## src/core/rlbs_defs.vh

```
// Constants of the listen and beacon sequencer: selector codes, states and timing.
// Assumes inclusion by its bare name from the sequencer design files.
`ifndef RLBS_DEFS_VH
`define RLBS_DEFS_VH
`define RLBS_CLK_MHZ          250
`define RLBS_TICK_US          64
`define RLBS_TICK_CYCLES      (`RLBS_TICK_US * `RLBS_CLK_MHZ)
`define RLBS_START_TO_LPS     2'h0
`define RLBS_START_TO_RX      2'h1
`define RLBS_START_TO_TX      2'h2
`define RLBS_LPS_TO_OFF       1'h0
`define RLBS_LPS_TO_IDLE      1'h1
`define RLBS_IDLE_TO_TX       1'h0
`define RLBS_IDLE_TO_RX       1'h1
`define RLBS_RXX_ON_SYNC      3'h5
`define RLBS_RXX_ON_PREAMBLE  3'h6
`define RLBS_RXT_TO_RX        2'h0
`define RLBS_RXT_TO_TX        2'h1
`define RLBS_RXT_TO_LPS       2'h2
`define RLBS_RXT_TO_OFF       2'h3
`define RLBS_TXX_TO_LPS       1'h0
`define RLBS_TXX_TO_RX        1'h1
`define RLBS_MAP_PREAMBLE     2'h3
`define RLBS_MODE_SLEEP       3'h0
`define RLBS_MODE_STANDBY     3'h1
`define RLBS_MODE_TX          3'h3
`define RLBS_MODE_RX          3'h5
`define RLBS_REG_CONTROL      4'h0
`define RLBS_REG_SELECT       4'h1
`define RLBS_REG_WAKE         4'h2
`define RLBS_REG_WINDOW       4'h3
`define RLBS_REG_SEARCH       4'h4
`define RLBS_REG_STATUS       4'h5
`define RLBS_REG_PINS         4'h6
`define RLBS_ST_OFF           3'h0
`define RLBS_ST_IDLE          3'h1
`define RLBS_ST_RX            3'h2
`define RLBS_ST_TX            3'h3
`define RLBS_ST_LPS           3'h4
`endif

```

## src/core/rlbs_sequencer.v

```verilog
// This file holds the top sequencer with its register port and three timers.
// It assumes radio events arrive as asynchronous levels from the modem.
//
// Local design decisions: the register offsets and the plain strobed port.
`timescale 1ns/10ps
`include "rlbs_defs.vh"
module rlbs_sequencer #(
    parameter TW         = 16,
    parameter TICK_COUNT = `RLBS_TICK_CYCLES
) (
    // Clock and reset
    input  wire          clk_i,
    input  wire          reset_i,
    // Register port
    input  wire [3:0]    reg_addr_i,
    input  wire [15:0]   reg_wdata_i,
    input  wire          reg_write_i,
    input  wire          reg_read_i,
    output reg  [15:0]   reg_rdata_o,
    // Radio events
    input  wire          preamble_found_event_i,
    input  wire          sync_word_match_event_i,
    input  wire          frame_sent_event_i,
    input  wire          payload_ready_i,
    // Radio control and pins
    output reg  [2:0]    radio_mode_o,
    output reg           aux_pin_four_o,
    output reg           irq_o
);
    reg [2:0]    pf_sync;
    reg [2:0]    sw_sync;
    reg [2:0]    fs_sync;
    reg [2:0]    pr_sync;
    reg          pf_lvl;
    reg          sw_lvl;
    reg          fs_lvl;
    reg          pr_lvl;
    reg          pf_prev;
    reg          sw_prev;
    reg          fs_prev;
    reg          pr_prev;
    wire         pf_rise;
    wire         sw_rise;
    wire         fs_rise;
    wire         pr_rise;

    reg          idle_state_select;
    reg [1:0]    start_transition_select;
    reg          low_power_target_select;
    reg          idle_exit_select;
    reg [2:0]    receive_exit_select;
    reg [1:0]    rx_timeout_exit_select;
    reg          transmit_exit_select;
    reg          preamble_route_select;
    reg [1:0]    aux_four_map;
    reg [TW-1:0] wake_interval_timer;
    reg [TW-1:0] receive_window_timer;
    reg [TW-1:0] preamble_search_timeout;
    reg          sticky_irq;

    reg [2:0]    state;
    reg [2:0]    next_state;
    reg          saw_preamble;
    reg          listening;
    reg          win_done;
    reg [31:0]   tick_div;
    reg          tick;
    reg          ld_wake;
    reg          ld_win;
    reg          ld_search;
    wire         wake_exp;
    wire         win_exp;
    wire         search_exp;
    wire         start_strobe;
    wire         halt_strobe;

    assign start_strobe = reg_write_i && (reg_addr_i == `RLBS_REG_CONTROL) && reg_wdata_i[0];
    assign halt_strobe  = reg_write_i && (reg_addr_i == `RLBS_REG_CONTROL) && reg_wdata_i[1];

    // Three-stage capture; the last two stages must agree before a level changes.
    always @(posedge clk_i) begin
        if (reset_i) begin
            pf_sync <= 3'h0;
            sw_sync <= 3'h0;
            fs_sync <= 3'h0;
            pr_sync <= 3'h0;
            pf_lvl  <= 1'b0;
            sw_lvl  <= 1'b0;
            fs_lvl  <= 1'b0;
            pr_lvl  <= 1'b0;
            pf_prev <= 1'b0;
            sw_prev <= 1'b0;
            fs_prev <= 1'b0;
            pr_prev <= 1'b0;
        end else begin
            pf_sync <= {pf_sync[1:0], preamble_found_event_i};
            sw_sync <= {sw_sync[1:0], sync_word_match_event_i};
            fs_sync <= {fs_sync[1:0], frame_sent_event_i};
            pr_sync <= {pr_sync[1:0], payload_ready_i};
            if (pf_sync[1] == pf_sync[2]) pf_lvl <= pf_sync[2];
            if (sw_sync[1] == sw_sync[2]) sw_lvl <= sw_sync[2];
            if (fs_sync[1] == fs_sync[2]) fs_lvl <= fs_sync[2];
            if (pr_sync[1] == pr_sync[2]) pr_lvl <= pr_sync[2];
            pf_prev <= pf_lvl;
            sw_prev <= sw_lvl;
            fs_prev <= fs_lvl;
            pr_prev <= pr_lvl;
        end
    end
    assign pf_rise = pf_lvl & ~pf_prev;
    assign sw_rise = sw_lvl & ~sw_prev;
    assign fs_rise = fs_lvl & ~fs_prev;
    assign pr_rise = pr_lvl & ~pr_prev;

    // Slow tick standing in for the RC oscillator; it never stops, even in sleep.
    always @(posedge clk_i) begin
        if (reset_i) begin
            tick_div <= 32'h0;
            tick     <= 1'b0;
        end else if (tick_div == TICK_COUNT - 1) begin
            tick_div <= 32'h0;
            tick     <= 1'b1;
        end else begin
            tick_div <= tick_div + 32'h1;
            tick     <= 1'b0;
        end
    end

    // One tick of 64 us is the smallest wake period the timer can express.
    rlbs_timer #(.WIDTH(TW)) u_wake (
        .clk_i    (clk_i),
        .reset_i  (reset_i),
        .tick_i   (tick),
        .load_i   (ld_wake),
        .period_i (wake_interval_timer),
        .expire_o (wake_exp)
    );
    rlbs_timer #(.WIDTH(TW)) u_window (
        .clk_i    (clk_i),
        .reset_i  (reset_i),
        .tick_i   (tick),
        .load_i   (ld_win),
        .period_i (receive_window_timer),
        .expire_o (win_exp)
    );
    rlbs_timer #(.WIDTH(TW)) u_search (
        .clk_i    (clk_i),
        .reset_i  (reset_i),
        .tick_i   (tick),
        .load_i   (ld_search),
        .period_i (preamble_search_timeout),
        .expire_o (search_exp)
    );

    // Next state; a halt write takes priority over every radio event; start only acts in off.
    always @* begin
        next_state = state;
        ld_wake    = 1'b0;
        ld_win     = 1'b0;
        ld_search  = 1'b0;
        if (halt_strobe) begin
            next_state = `RLBS_ST_OFF;
        end else begin
            case (state)
            `RLBS_ST_OFF: begin
                if (start_strobe) begin
                    case (start_transition_select)
                    `RLBS_START_TO_RX: begin
                        next_state = `RLBS_ST_RX;
                        ld_win     = 1'b1;
                        ld_search  = 1'b1;
                    end
                    `RLBS_START_TO_TX: next_state = `RLBS_ST_TX;
                    default:           next_state = `RLBS_ST_LPS;
                    endcase
                end
            end
            `RLBS_ST_LPS: begin
                if (low_power_target_select == `RLBS_LPS_TO_IDLE) begin
                    next_state = `RLBS_ST_IDLE;
                    // The wake timer waits for the window, so one cycle spans both periods.
                    ld_wake    = win_done | win_exp;
                end else begin
                    next_state = `RLBS_ST_OFF;
                end
            end
            `RLBS_ST_IDLE: begin
                if (wake_exp) begin
                    ld_win    = 1'b1;
                    ld_search = 1'b1;
                    if (idle_exit_select == `RLBS_IDLE_TO_RX) next_state = `RLBS_ST_RX;
                    else next_state = `RLBS_ST_TX;
                end else if (win_exp) begin
                    ld_wake = 1'b1;
                end
            end
            `RLBS_ST_RX: begin
                if (receive_exit_select == `RLBS_RXX_ON_PREAMBLE && pf_rise) begin
                    next_state = `RLBS_ST_OFF;
                end else if (receive_exit_select == `RLBS_RXX_ON_SYNC && sw_rise) begin
                    next_state = `RLBS_ST_OFF;
                end else if (receive_exit_select == `RLBS_RXX_ON_SYNC &&
                             search_exp && !saw_preamble) begin
                    case (rx_timeout_exit_select)
                    `RLBS_RXT_TO_LPS: next_state = `RLBS_ST_LPS;
                    `RLBS_RXT_TO_TX:  next_state = `RLBS_ST_TX;
                    `RLBS_RXT_TO_OFF: next_state = `RLBS_ST_OFF;
                    default: begin
                        ld_win    = 1'b1;
                        ld_search = 1'b1;
                    end
                    endcase
                end else if (win_exp) begin
                    next_state = `RLBS_ST_LPS;
                end
            end
            `RLBS_ST_TX: begin
                if (fs_rise) begin
                    if (transmit_exit_select == `RLBS_TXX_TO_LPS) begin
                        next_state = `RLBS_ST_LPS;
                    end else begin
                        next_state = `RLBS_ST_RX;
                        ld_win     = 1'b1;
                        ld_search  = 1'b1;
                    end
                end
            end
            default: next_state = `RLBS_ST_OFF;
            endcase
        end
    end

    // State, radio mode and flags; after a stop the last radio mode simply holds.
    always @(posedge clk_i) begin
        if (reset_i) begin
            state        <= `RLBS_ST_OFF;
            radio_mode_o <= `RLBS_MODE_STANDBY;
            saw_preamble <= 1'b0;
            listening    <= 1'b0;
            win_done     <= 1'b1;
        end else begin
            state <= next_state;
            if (ld_win) win_done <= 1'b0;
            else if (win_exp) win_done <= 1'b1;
            if (next_state == `RLBS_ST_RX && state != `RLBS_ST_RX) saw_preamble <= 1'b0;
            else if (state == `RLBS_ST_RX && pf_rise) saw_preamble <= 1'b1;
            if (next_state != `RLBS_ST_OFF) listening <= 1'b1;
            else if (state != `RLBS_ST_RX || halt_strobe) listening <= 1'b0;
            case (next_state)
            `RLBS_ST_RX:   radio_mode_o <= `RLBS_MODE_RX;
            `RLBS_ST_TX:   radio_mode_o <= `RLBS_MODE_TX;
            `RLBS_ST_IDLE: radio_mode_o <= idle_state_select ?
                                           `RLBS_MODE_SLEEP : `RLBS_MODE_STANDBY;
            `RLBS_ST_LPS:  radio_mode_o <= radio_mode_o;
            default:       radio_mode_o <= (state == `RLBS_ST_RX && !halt_strobe) ?
                                           `RLBS_MODE_RX : radio_mode_o;
            endcase
        end
    end

    // Registers, pin routing and the sticky packet request; a new packet wins over a clear.
    always @(posedge clk_i) begin
        if (reset_i) begin
            idle_state_select       <= 1'b0;
            start_transition_select <= 2'h0;
            low_power_target_select <= 1'b0;
            idle_exit_select        <= 1'b0;
            receive_exit_select     <= 3'h0;
            rx_timeout_exit_select  <= 2'h0;
            transmit_exit_select    <= 1'b0;
            preamble_route_select   <= 1'b0;
            aux_four_map            <= 2'h0;
            wake_interval_timer     <= {{(TW-1){1'b0}}, 1'b1};
            receive_window_timer    <= {{(TW-1){1'b0}}, 1'b1};
            preamble_search_timeout <= {{(TW-1){1'b0}}, 1'b1};
            sticky_irq              <= 1'b0;
            reg_rdata_o             <= 16'h0000;
            aux_pin_four_o          <= 1'b0;
            irq_o                   <= 1'b0;
        end else begin
            if (reg_write_i) begin
                case (reg_addr_i)
                `RLBS_REG_SELECT: begin
                    idle_state_select       <= reg_wdata_i[0];
                    start_transition_select <= reg_wdata_i[2:1];
                    low_power_target_select <= reg_wdata_i[3];
                    idle_exit_select        <= reg_wdata_i[4];
                    receive_exit_select     <= reg_wdata_i[7:5];
                    rx_timeout_exit_select  <= reg_wdata_i[9:8];
                    transmit_exit_select    <= reg_wdata_i[10];
                end
                `RLBS_REG_WAKE:   wake_interval_timer     <= reg_wdata_i[TW-1:0];
                `RLBS_REG_WINDOW: receive_window_timer    <= reg_wdata_i[TW-1:0];
                `RLBS_REG_SEARCH: preamble_search_timeout <= reg_wdata_i[TW-1:0];
                `RLBS_REG_PINS: begin
                    aux_four_map          <= reg_wdata_i[1:0];
                    preamble_route_select <= reg_wdata_i[2];
                end
                default: ;
                endcase
            end
            if (listening && pr_rise) sticky_irq <= 1'b1;
            else if (reg_write_i && reg_addr_i == `RLBS_REG_STATUS && reg_wdata_i[0])
                sticky_irq <= 1'b0;
            irq_o <= sticky_irq;
            aux_pin_four_o <= (aux_four_map == `RLBS_MAP_PREAMBLE) &&
                              preamble_route_select && pf_lvl;
            reg_rdata_o <= 16'h0000;
            if (reg_read_i) begin
                case (reg_addr_i)
                `RLBS_REG_SELECT: reg_rdata_o <= {5'h00, transmit_exit_select,
                    rx_timeout_exit_select, receive_exit_select, idle_exit_select,
                    low_power_target_select, start_transition_select, idle_state_select};
                `RLBS_REG_WAKE:   reg_rdata_o <= wake_interval_timer;
                `RLBS_REG_WINDOW: reg_rdata_o <= receive_window_timer;
                `RLBS_REG_SEARCH: reg_rdata_o <= preamble_search_timeout;
                `RLBS_REG_STATUS: reg_rdata_o <= {9'h000, radio_mode_o, state, sticky_irq};
                `RLBS_REG_PINS:   reg_rdata_o <= {13'h0000, preamble_route_select, aux_four_map};
                default:          reg_rdata_o <= 16'h0000;
                endcase
            end
        end
    end
endmodule // rlbs_sequencer

```

## src/core/rlbs_timer.v

```verilog
// One down-counting sequencer timer measured in slow oscillator ticks.
// Assumes the tick enable is one clock cycle long and the clock is clk_i.
`timescale 1ns/10ps
`include "rlbs_defs.vh"
module rlbs_timer #(
    parameter WIDTH = 16
) (
    // Clock and reset
    input  wire             clk_i,
    input  wire             reset_i,
    // Control
    input  wire             tick_i,
    input  wire             load_i,
    input  wire [WIDTH-1:0] period_i,
    // Result
    output reg              expire_o
);
    reg [WIDTH-1:0] count;
    reg             running;

    // Expiry after period ticks; a zero period is treated as one tick so it always ends.
    always @(posedge clk_i) begin
        expire_o <= 1'b0;
        if (reset_i) begin
            count   <= {WIDTH{1'b0}};
            running <= 1'b0;
        end else if (load_i) begin
            count   <= (period_i == {WIDTH{1'b0}}) ? {{(WIDTH-1){1'b0}}, 1'b1} : period_i;
            running <= 1'b1;
        end else if (running && tick_i) begin
            if (count == {{(WIDTH-1){1'b0}}, 1'b1}) begin
                running  <= 1'b0;
                expire_o <= 1'b1;
            end
            count <= count - {{(WIDTH-1){1'b0}}, 1'b1};
        end
    end
endmodule // rlbs_timer

```

## config.mk

```make
export PLATFORM = sky130hd
export DESIGN_NAME = rlbs_sequencer
export DESIGN_NICKNAME = d
export VERILOG_FILES = /design/src/core/rlbs_sequencer.v /design/src/core/rlbs_timer.v
export VERILOG_INCLUDE_DIRS = /design/src /design/src/core
export SDC_FILE = /design/constraint.sdc
export NUM_CORES = 1
export LEC_CHECK = 0
export BUFFER_PORTS_ARGS = -buffer_cell sky130_fd_sc_hd__clkbuf_2
export CAP_MARGIN = 30
export CORE_ASPECT_RATIO = 1.1
export CORE_UTILIZATION = 50
export DETAILED_ROUTE_END_ITERATION = 7
export GPL_ROUTABILITY_DRIVEN = 1
export PLACE_DENSITY = 0.67
export SYNTH_ARGS = -nofsm -noshare
export SYNTH_HDL_FRONTEND = slang
export SYNTH_SLANG_ARGS = --single-unit
```

## constraint.sdc

```tcl
create_clock -name clk_i -period 3.2 [get_ports clk_i]
set_input_delay 0.32 -clock clk_i [delete_from_list [all_inputs] [get_ports clk_i]]
set_output_delay 0.32 -clock clk_i [all_outputs]
set_load 0.02 [all_outputs]
```

=== Word-level counts from Yosys, hierarchy flattened ===
Index checks and enable logic that the tools add are counted.

* Add/sub/neg operators: 4
* Equality and inequality tests: 31
* Mux-type cells: 62
* Bitwise gates (word level): 14
* Reduce and logical (&&, ||, !) cells: 53

{| class="wikitable"
|+ Operators by type and width
! operator !! number
|-
| $mux W16 || 9
|-
| $pmux W16 S6 || 1
|-
| $eq A16 B1 Y1 const B || 3
|-
| $logic_not A16 Y1 || 3
|-
| $sub A16 B1 Y16 const B || 3
|-
| $mux W1 || 36
|-
| $add A32 B1 Y32 const B || 1
|-
| $eq A32 B14 Y1 const B || 1
|-
| $mux W3 || 10
|-
| $logic_and A1 B1 Y1 || 18
|-
| $reduce_and A2 Y1 || 9
|-
| $reduce_bool A2 Y1 || 9
|-
| $pmux W3 S5 || 1
|-
| $eq A3 B2 Y1 const B || 4
|-
| $eq A3 B3 Y1 const B || 4
|-
| $eq A4 B3 Y1 const B || 3
|-
| $pmux W3 S4 || 1
|-
| $reduce_or A3 Y1 || 4
|-
| $not A1 Y1 || 9
|-
| $pmux W3 S3 || 1
|-
| $eq A2 B2 Y1 const B || 4
|-
| $eq A4 B2 Y1 const B || 2
|-
| $eq A3 B1 Y1 const B || 2
|-
| $pmux W3 S2 || 1
|-
| 15 further kinds || 25
|}

* Register bits: 197
* Output and inout bits: 21

=== Longest topological paths before layout ===
* Word-level depth: 11
* Depth in mapped cells: 9
* Mapped depth without buffers: 7

=== Hierarchy ===
Synthesis repeated with hierarchy kept, for this count alone.

* Cell total of the unflattened synthesis: 1070
* Area, all modules: 9131.3 µm²

{| class="wikitable"
|+ By module, submodules not included
! module !! times used !! cells an instance !! area an instance (µm²)
|-
| rlbs_sequencer || 1 || 688 || 5840.6
|-
| rlbs_timer (u_search ...) || 2 || 131 || 1113.6
|-
| rlbs_timer (u_window) || 1 || 120 || 1063.5
|}

=== Worst setup path before layout ===
No wires, ideal clock.

* Path kind: reg2reg
* Start point: register u_search.count[2]
* End point: register u_search.running
* Library setup time: 133 ps
* Arrival time: 2333 ps
* Required time: 3067 ps
* Slack: 734 ps
* Cell stages (with the launch flop): 8
* Path through: dfxtp_1 or4_4 or4_1 or2_1 buf_6 or4_4 o21ai_2 a21oi_1

* Longest elaborated chain between the ends: 3

{| class="wikitable"
|+ Ends and longest elaborated chain
! item !! line !! text
|-
| start, declared || rlbs_timer.v:18 || <nowiki>reg [WIDTH-1:0] count;</nowiki>
|-
| start signal, assigned || rlbs_timer.v:25 || <nowiki>count <= {WIDTH{1'b0}};</nowiki>
|-
| start signal, assigned || rlbs_timer.v:28 || <nowiki>count <= (period_i == {WIDTH{1'b0}}) ? {{(WIDTH-1){1'b0}}, 1'b1} : period_i;</nowiki>
|-
| start signal, assigned || rlbs_timer.v:35 || <nowiki>count <= count - {{(WIDTH-1){1'b0}}, 1'b1};</nowiki>
|-
| $eq A16 B1 Y1 || rlbs_timer.v:31 || <nowiki>if (count == {{(WIDTH-1){1'b0}}, 1'b1}) begin</nowiki>
|-
| $reduce_bool A2 Y1 (no line) || - ||
|-
| $reduce_and A2 Y1 (no line) || - ||
|-
| end signal, assigned || rlbs_timer.v:26 || <nowiki>running <= 1'b0;</nowiki>
|-
| end signal, assigned || rlbs_timer.v:29 || <nowiki>running <= 1'b1;</nowiki>
|-
| end signal, assigned || rlbs_timer.v:32 || <nowiki>running <= 1'b0;</nowiki>
|-
| end, declared || rlbs_timer.v:19 || <nowiki>reg running;</nowiki>
|}

Every way passes these cells.
A chain may end at the register's enable or synchronous reset.

=== Worst setup path in the final report ===
Ends and elaborated chain as after synthesis.

==> summary.txt <==
run status: finished, final reports clean
PortBufs: 48
average size of a mapped cell: 8.38 µm²
Hold WC Path Type: in -> reg
post-synthesis instance area: 0.00853 mm²
via count: 7,263
Fin Hold WS: 0.0932 ns
CTS tree: done
slew margin rel.: 45.5%
number of synthesized register bits: 197
Pre-antenna DRT Iters: 7
Critical Path Sink Type: flip-flop
post-CTS setup buffers: 0
Starting Density: 51.7%
# rows: 49
Async SR Flop Fraction: 0%
Syn-to-layout area delta: 11.9%
Top FF cell, synth: dfxtp_1
CTS clk-pin slew, worst paths: 0.07 ns
Setup TNS: 0 ns
Worst VDD drop: 0.381 mV
Ports: 49
Buf/Inv on CP: 0
startpoint types: flip-flop
max-cap viol count: 0
Yosys cell types: 58
ant diodes: 0
worst path required time: 3.48 ns
layout cell share with drive strength beyond 1: 10.5%
Final #Nets: 1,080
CP top delay family: simple AND/OR/NAND/NOR gates
Setup-failing EPs final: 0
routed length per instance: 17.1 µm
worst path cell trace: or4_4 -> or4_1 -> or2_1 -> or4_4 -> o21ai_2 -> a21oi_1
final hold violation count: 0
largest stage delay on the critical path: 0.57 ns
TritonCTS Buffers: 17
Fmax: 387 MHz
Seq/Total Area, Yosys: 46.2%
initial antenna violation count: 0
GRT Util Overall: 25.4%
Final HPWL DP: 15,200 µm
CTS Buffer Depth: 2
hold buffer count at cts: 0
CP Class: reg -> reg
final wirelength: 21,500 µm
Sink Count: 197
crit share post-route: 80.7%
Via density: 5.76
Die Span Y: 139 µm
Post-Route Skew: 0.0100 ns
Root Buffer: clkbuf_16
post-route ant nets: 0
cell count after synthesis: 1,018
CP max-delay cell: or4_4
Max Slew Vio Count: 0
CTS H-Tree Depth: 4
EDFF count, synth: 0
CP max FO: 7
PwrDens: 493 mW/mm²
Final min period: 2.58 ns
Die Wd: 127 µm
core area: 0.0165 mm²
drc violations: 0
vias in the first global route: 6,738
cts repair resizes: 0
grt ovf: 0
Worst-Margin Slew: 0.817 ns
clk_lat worst skew: 0.43 ns
most used cell, CP: or4_4
Filler cells: 1,492
unrepaired setup endpoints after global routing: no
largest net degree at the start of global routing: 77
Final Core Density: 57.9%
die area: 0.0176 mm²
Post-Syn Nets: 1,055
starting DRC count in detailed routing: 517
leakage power: 3.46 nW
Final Wtd Congestion: 0.892
first-pass GRT wire length: 35,200 µm
Yosys warning count: 0
CP arrival: 2.86 ns
reg2reg setup slack: 0.62 ns
-- cell usage after synthesis, drive strengths merged (2+ instances only) --
cell type,instances,area [µm²]
a311oi,5,43.8
buf,6,31.3
o22ai,2,12.5
dfxtp,197,3940
ha,9,113
nor4bb,3,30.0
mux2i,7,70.1
or4,10,82.6
and3,9,56.3
nand4,9,56.3
xor2,24,210
nand2b,9,56.3
nor3b,3,22.5
clkbuf,50,188
a21oi,86,430
xnor2,45,394
inv,19,71.3
and4,4,35.0
o21ai,21,109
a211oi,44,330
nand3,33,165
and2,5,31.3
nor2,104,390
nor4,27,196
nor3,33,170
or3,14,87.6
or2,6,37.5
a222oi,4,40.0
nor2b,21,131
nand2,158,593
a32o,3,30.0
o31ai,2,15.0
a22oi,22,165
nand3b,5,37.5
o21a,2,15.0
a31oi,4,25.0
-- cell families after synthesis --
kind of cell               after synthesis  synth area share, %
and+or+nand+nor                        455                 25.8
AOI/OAI and AO/OA                      206                 15.4
DFF                                    197                 46.2
buffers and inverters                   75                 3.40
xor gates and xnor gates                69                 7.08
adders and majority gates                9                 1.32
muxes                                    7                0.821
-- sequential cells by signal, summed over array words and instances, names as in the netlist, 2 cells and up --
| register | flops |
|---|---|
| fs_sync | 3 |
| receive_exit_select | 3 |
| u_window.count | 16 |
| start_transition_select | 2 |
| pf_sync | 3 |
| tick_div | 32 |
| u_wake.count | 16 |
| reg_rdata_o | 16 |
| radio_mode_o | 3 |
| rx_timeout_exit_select | 2 |
| pr_sync | 3 |
| u_search.count | 16 |
| receive_window_timer | 16 |
| preamble_search_timeout | 16 |
| aux_four_map | 2 |
| wake_interval_timer | 16 |
| state | 3 |
| sw_sync | 3 |
-- area by class of cell --
| type | instances | area, µm² | share of cell area (%) |
|---|---|---|---|
| clock buffer | 21 | 470 | 4.93 |
| clock inverter | 11 | 100 | 1.05 |
| inverter | 19 | 71.3 | 0.747 |
| timing repair buffer | 62 | 360 | 3.78 |
| multi-input combinational | 746 | 4340 | 45.5 |
| tap | 204 | 255 | 2.67 |
| sequential | 197 | 3940 | 41.3 |
-- worst paths after layout --
| kind | from | to | cells after the start |
|---|---|---|---|
| setup / recovery | u_search.count[2]$_SDFFE_PP0P_ | u_search.running$_SDFFE_PP0P_ | 6 |
| hold / removal | payload_ready_i | pr_sync[0]$_SDFF_PP0_ | 2 |
| setup reg to reg | u_search.count[2]$_SDFFE_PP0P_ | u_search.running$_SDFFE_PP0P_ | 6 |
| hold reg to reg | pr_sync[0]$_SDFF_PP0_ | pr_sync[1]$_SDFF_PP0_ | 1 |
-- stage by stage --
stage / setup WS [ns] / cell area (µm²) / power (mW) / instances
floorplan: 0.734 / 8530 / 2.63 / 1018
global placement: 0.662 / 8950 / 2.70 / 1227
detailed placement: 0.569 / 8950 / 2.70 / 1227
CTS: 0.622 / 9520 / 4.76 / 1259
global route: 0.494 / 9540 / 4.86 / 1260
finish: 0.618 / 9540 / 4.71 / 1260
-- metal layers --
metal  GRT usage [%]  routed length [µm]  vias up
met3            5.17                1360       41
met2            41.6               10300      209
met5               0                   0        -
li1                -                   -     3623
met4            9.96                 533        0
met1            32.9                9380     3390
-- power breakdown --
part           switching [mW]  internal, mW  leakage, nW  total, mW
clock                   0.922          1.14        0.279       2.06
sequential             0.0191          2.47         1.59       2.49
combinational           0.113        0.0470         1.59      0.160
-- cells in the final DEF (no fill, tap or decap), types with 4 or more instances in the layout --
| cell type | count |
|---|---|
| mux2i_1 | 7 |
| nand3_1 | 33 |
| nand2b_1 | 9 |
| buf_4 | 14 |
| nor2_1 | 104 |
| a211oi_1 | 44 |
| a222oi_1 | 4 |
| and4_1 | 4 |
| nand3b_1 | 5 |
| nor4_1 | 24 |
| a22oi_1 | 22 |
| clkbuf_16 | 17 |
| inv_1 | 19 |
| xor2_1 | 24 |
| dfxtp_1 | 197 |
| xnor2_1 | 45 |
| nor3_1 | 28 |
| and3_1 | 9 |
| clkbuf_2 | 47 |
| and2_1 | 4 |
| nor3_2 | 5 |
| a31oi_1 | 4 |
| nor2b_1 | 21 |
| clkinv_2 | 4 |
| a21oi_1 | 86 |
| nand4_1 | 9 |
| a311oi_1 | 5 |
| o21ai_0 | 19 |
| or2_2 | 5 |
| or3_1 | 14 |
| or4_1 | 8 |
| ha_1 | 9 |
| nand2_1 | 158 |
Note: power is estimated with default switching activity, not from simulation.
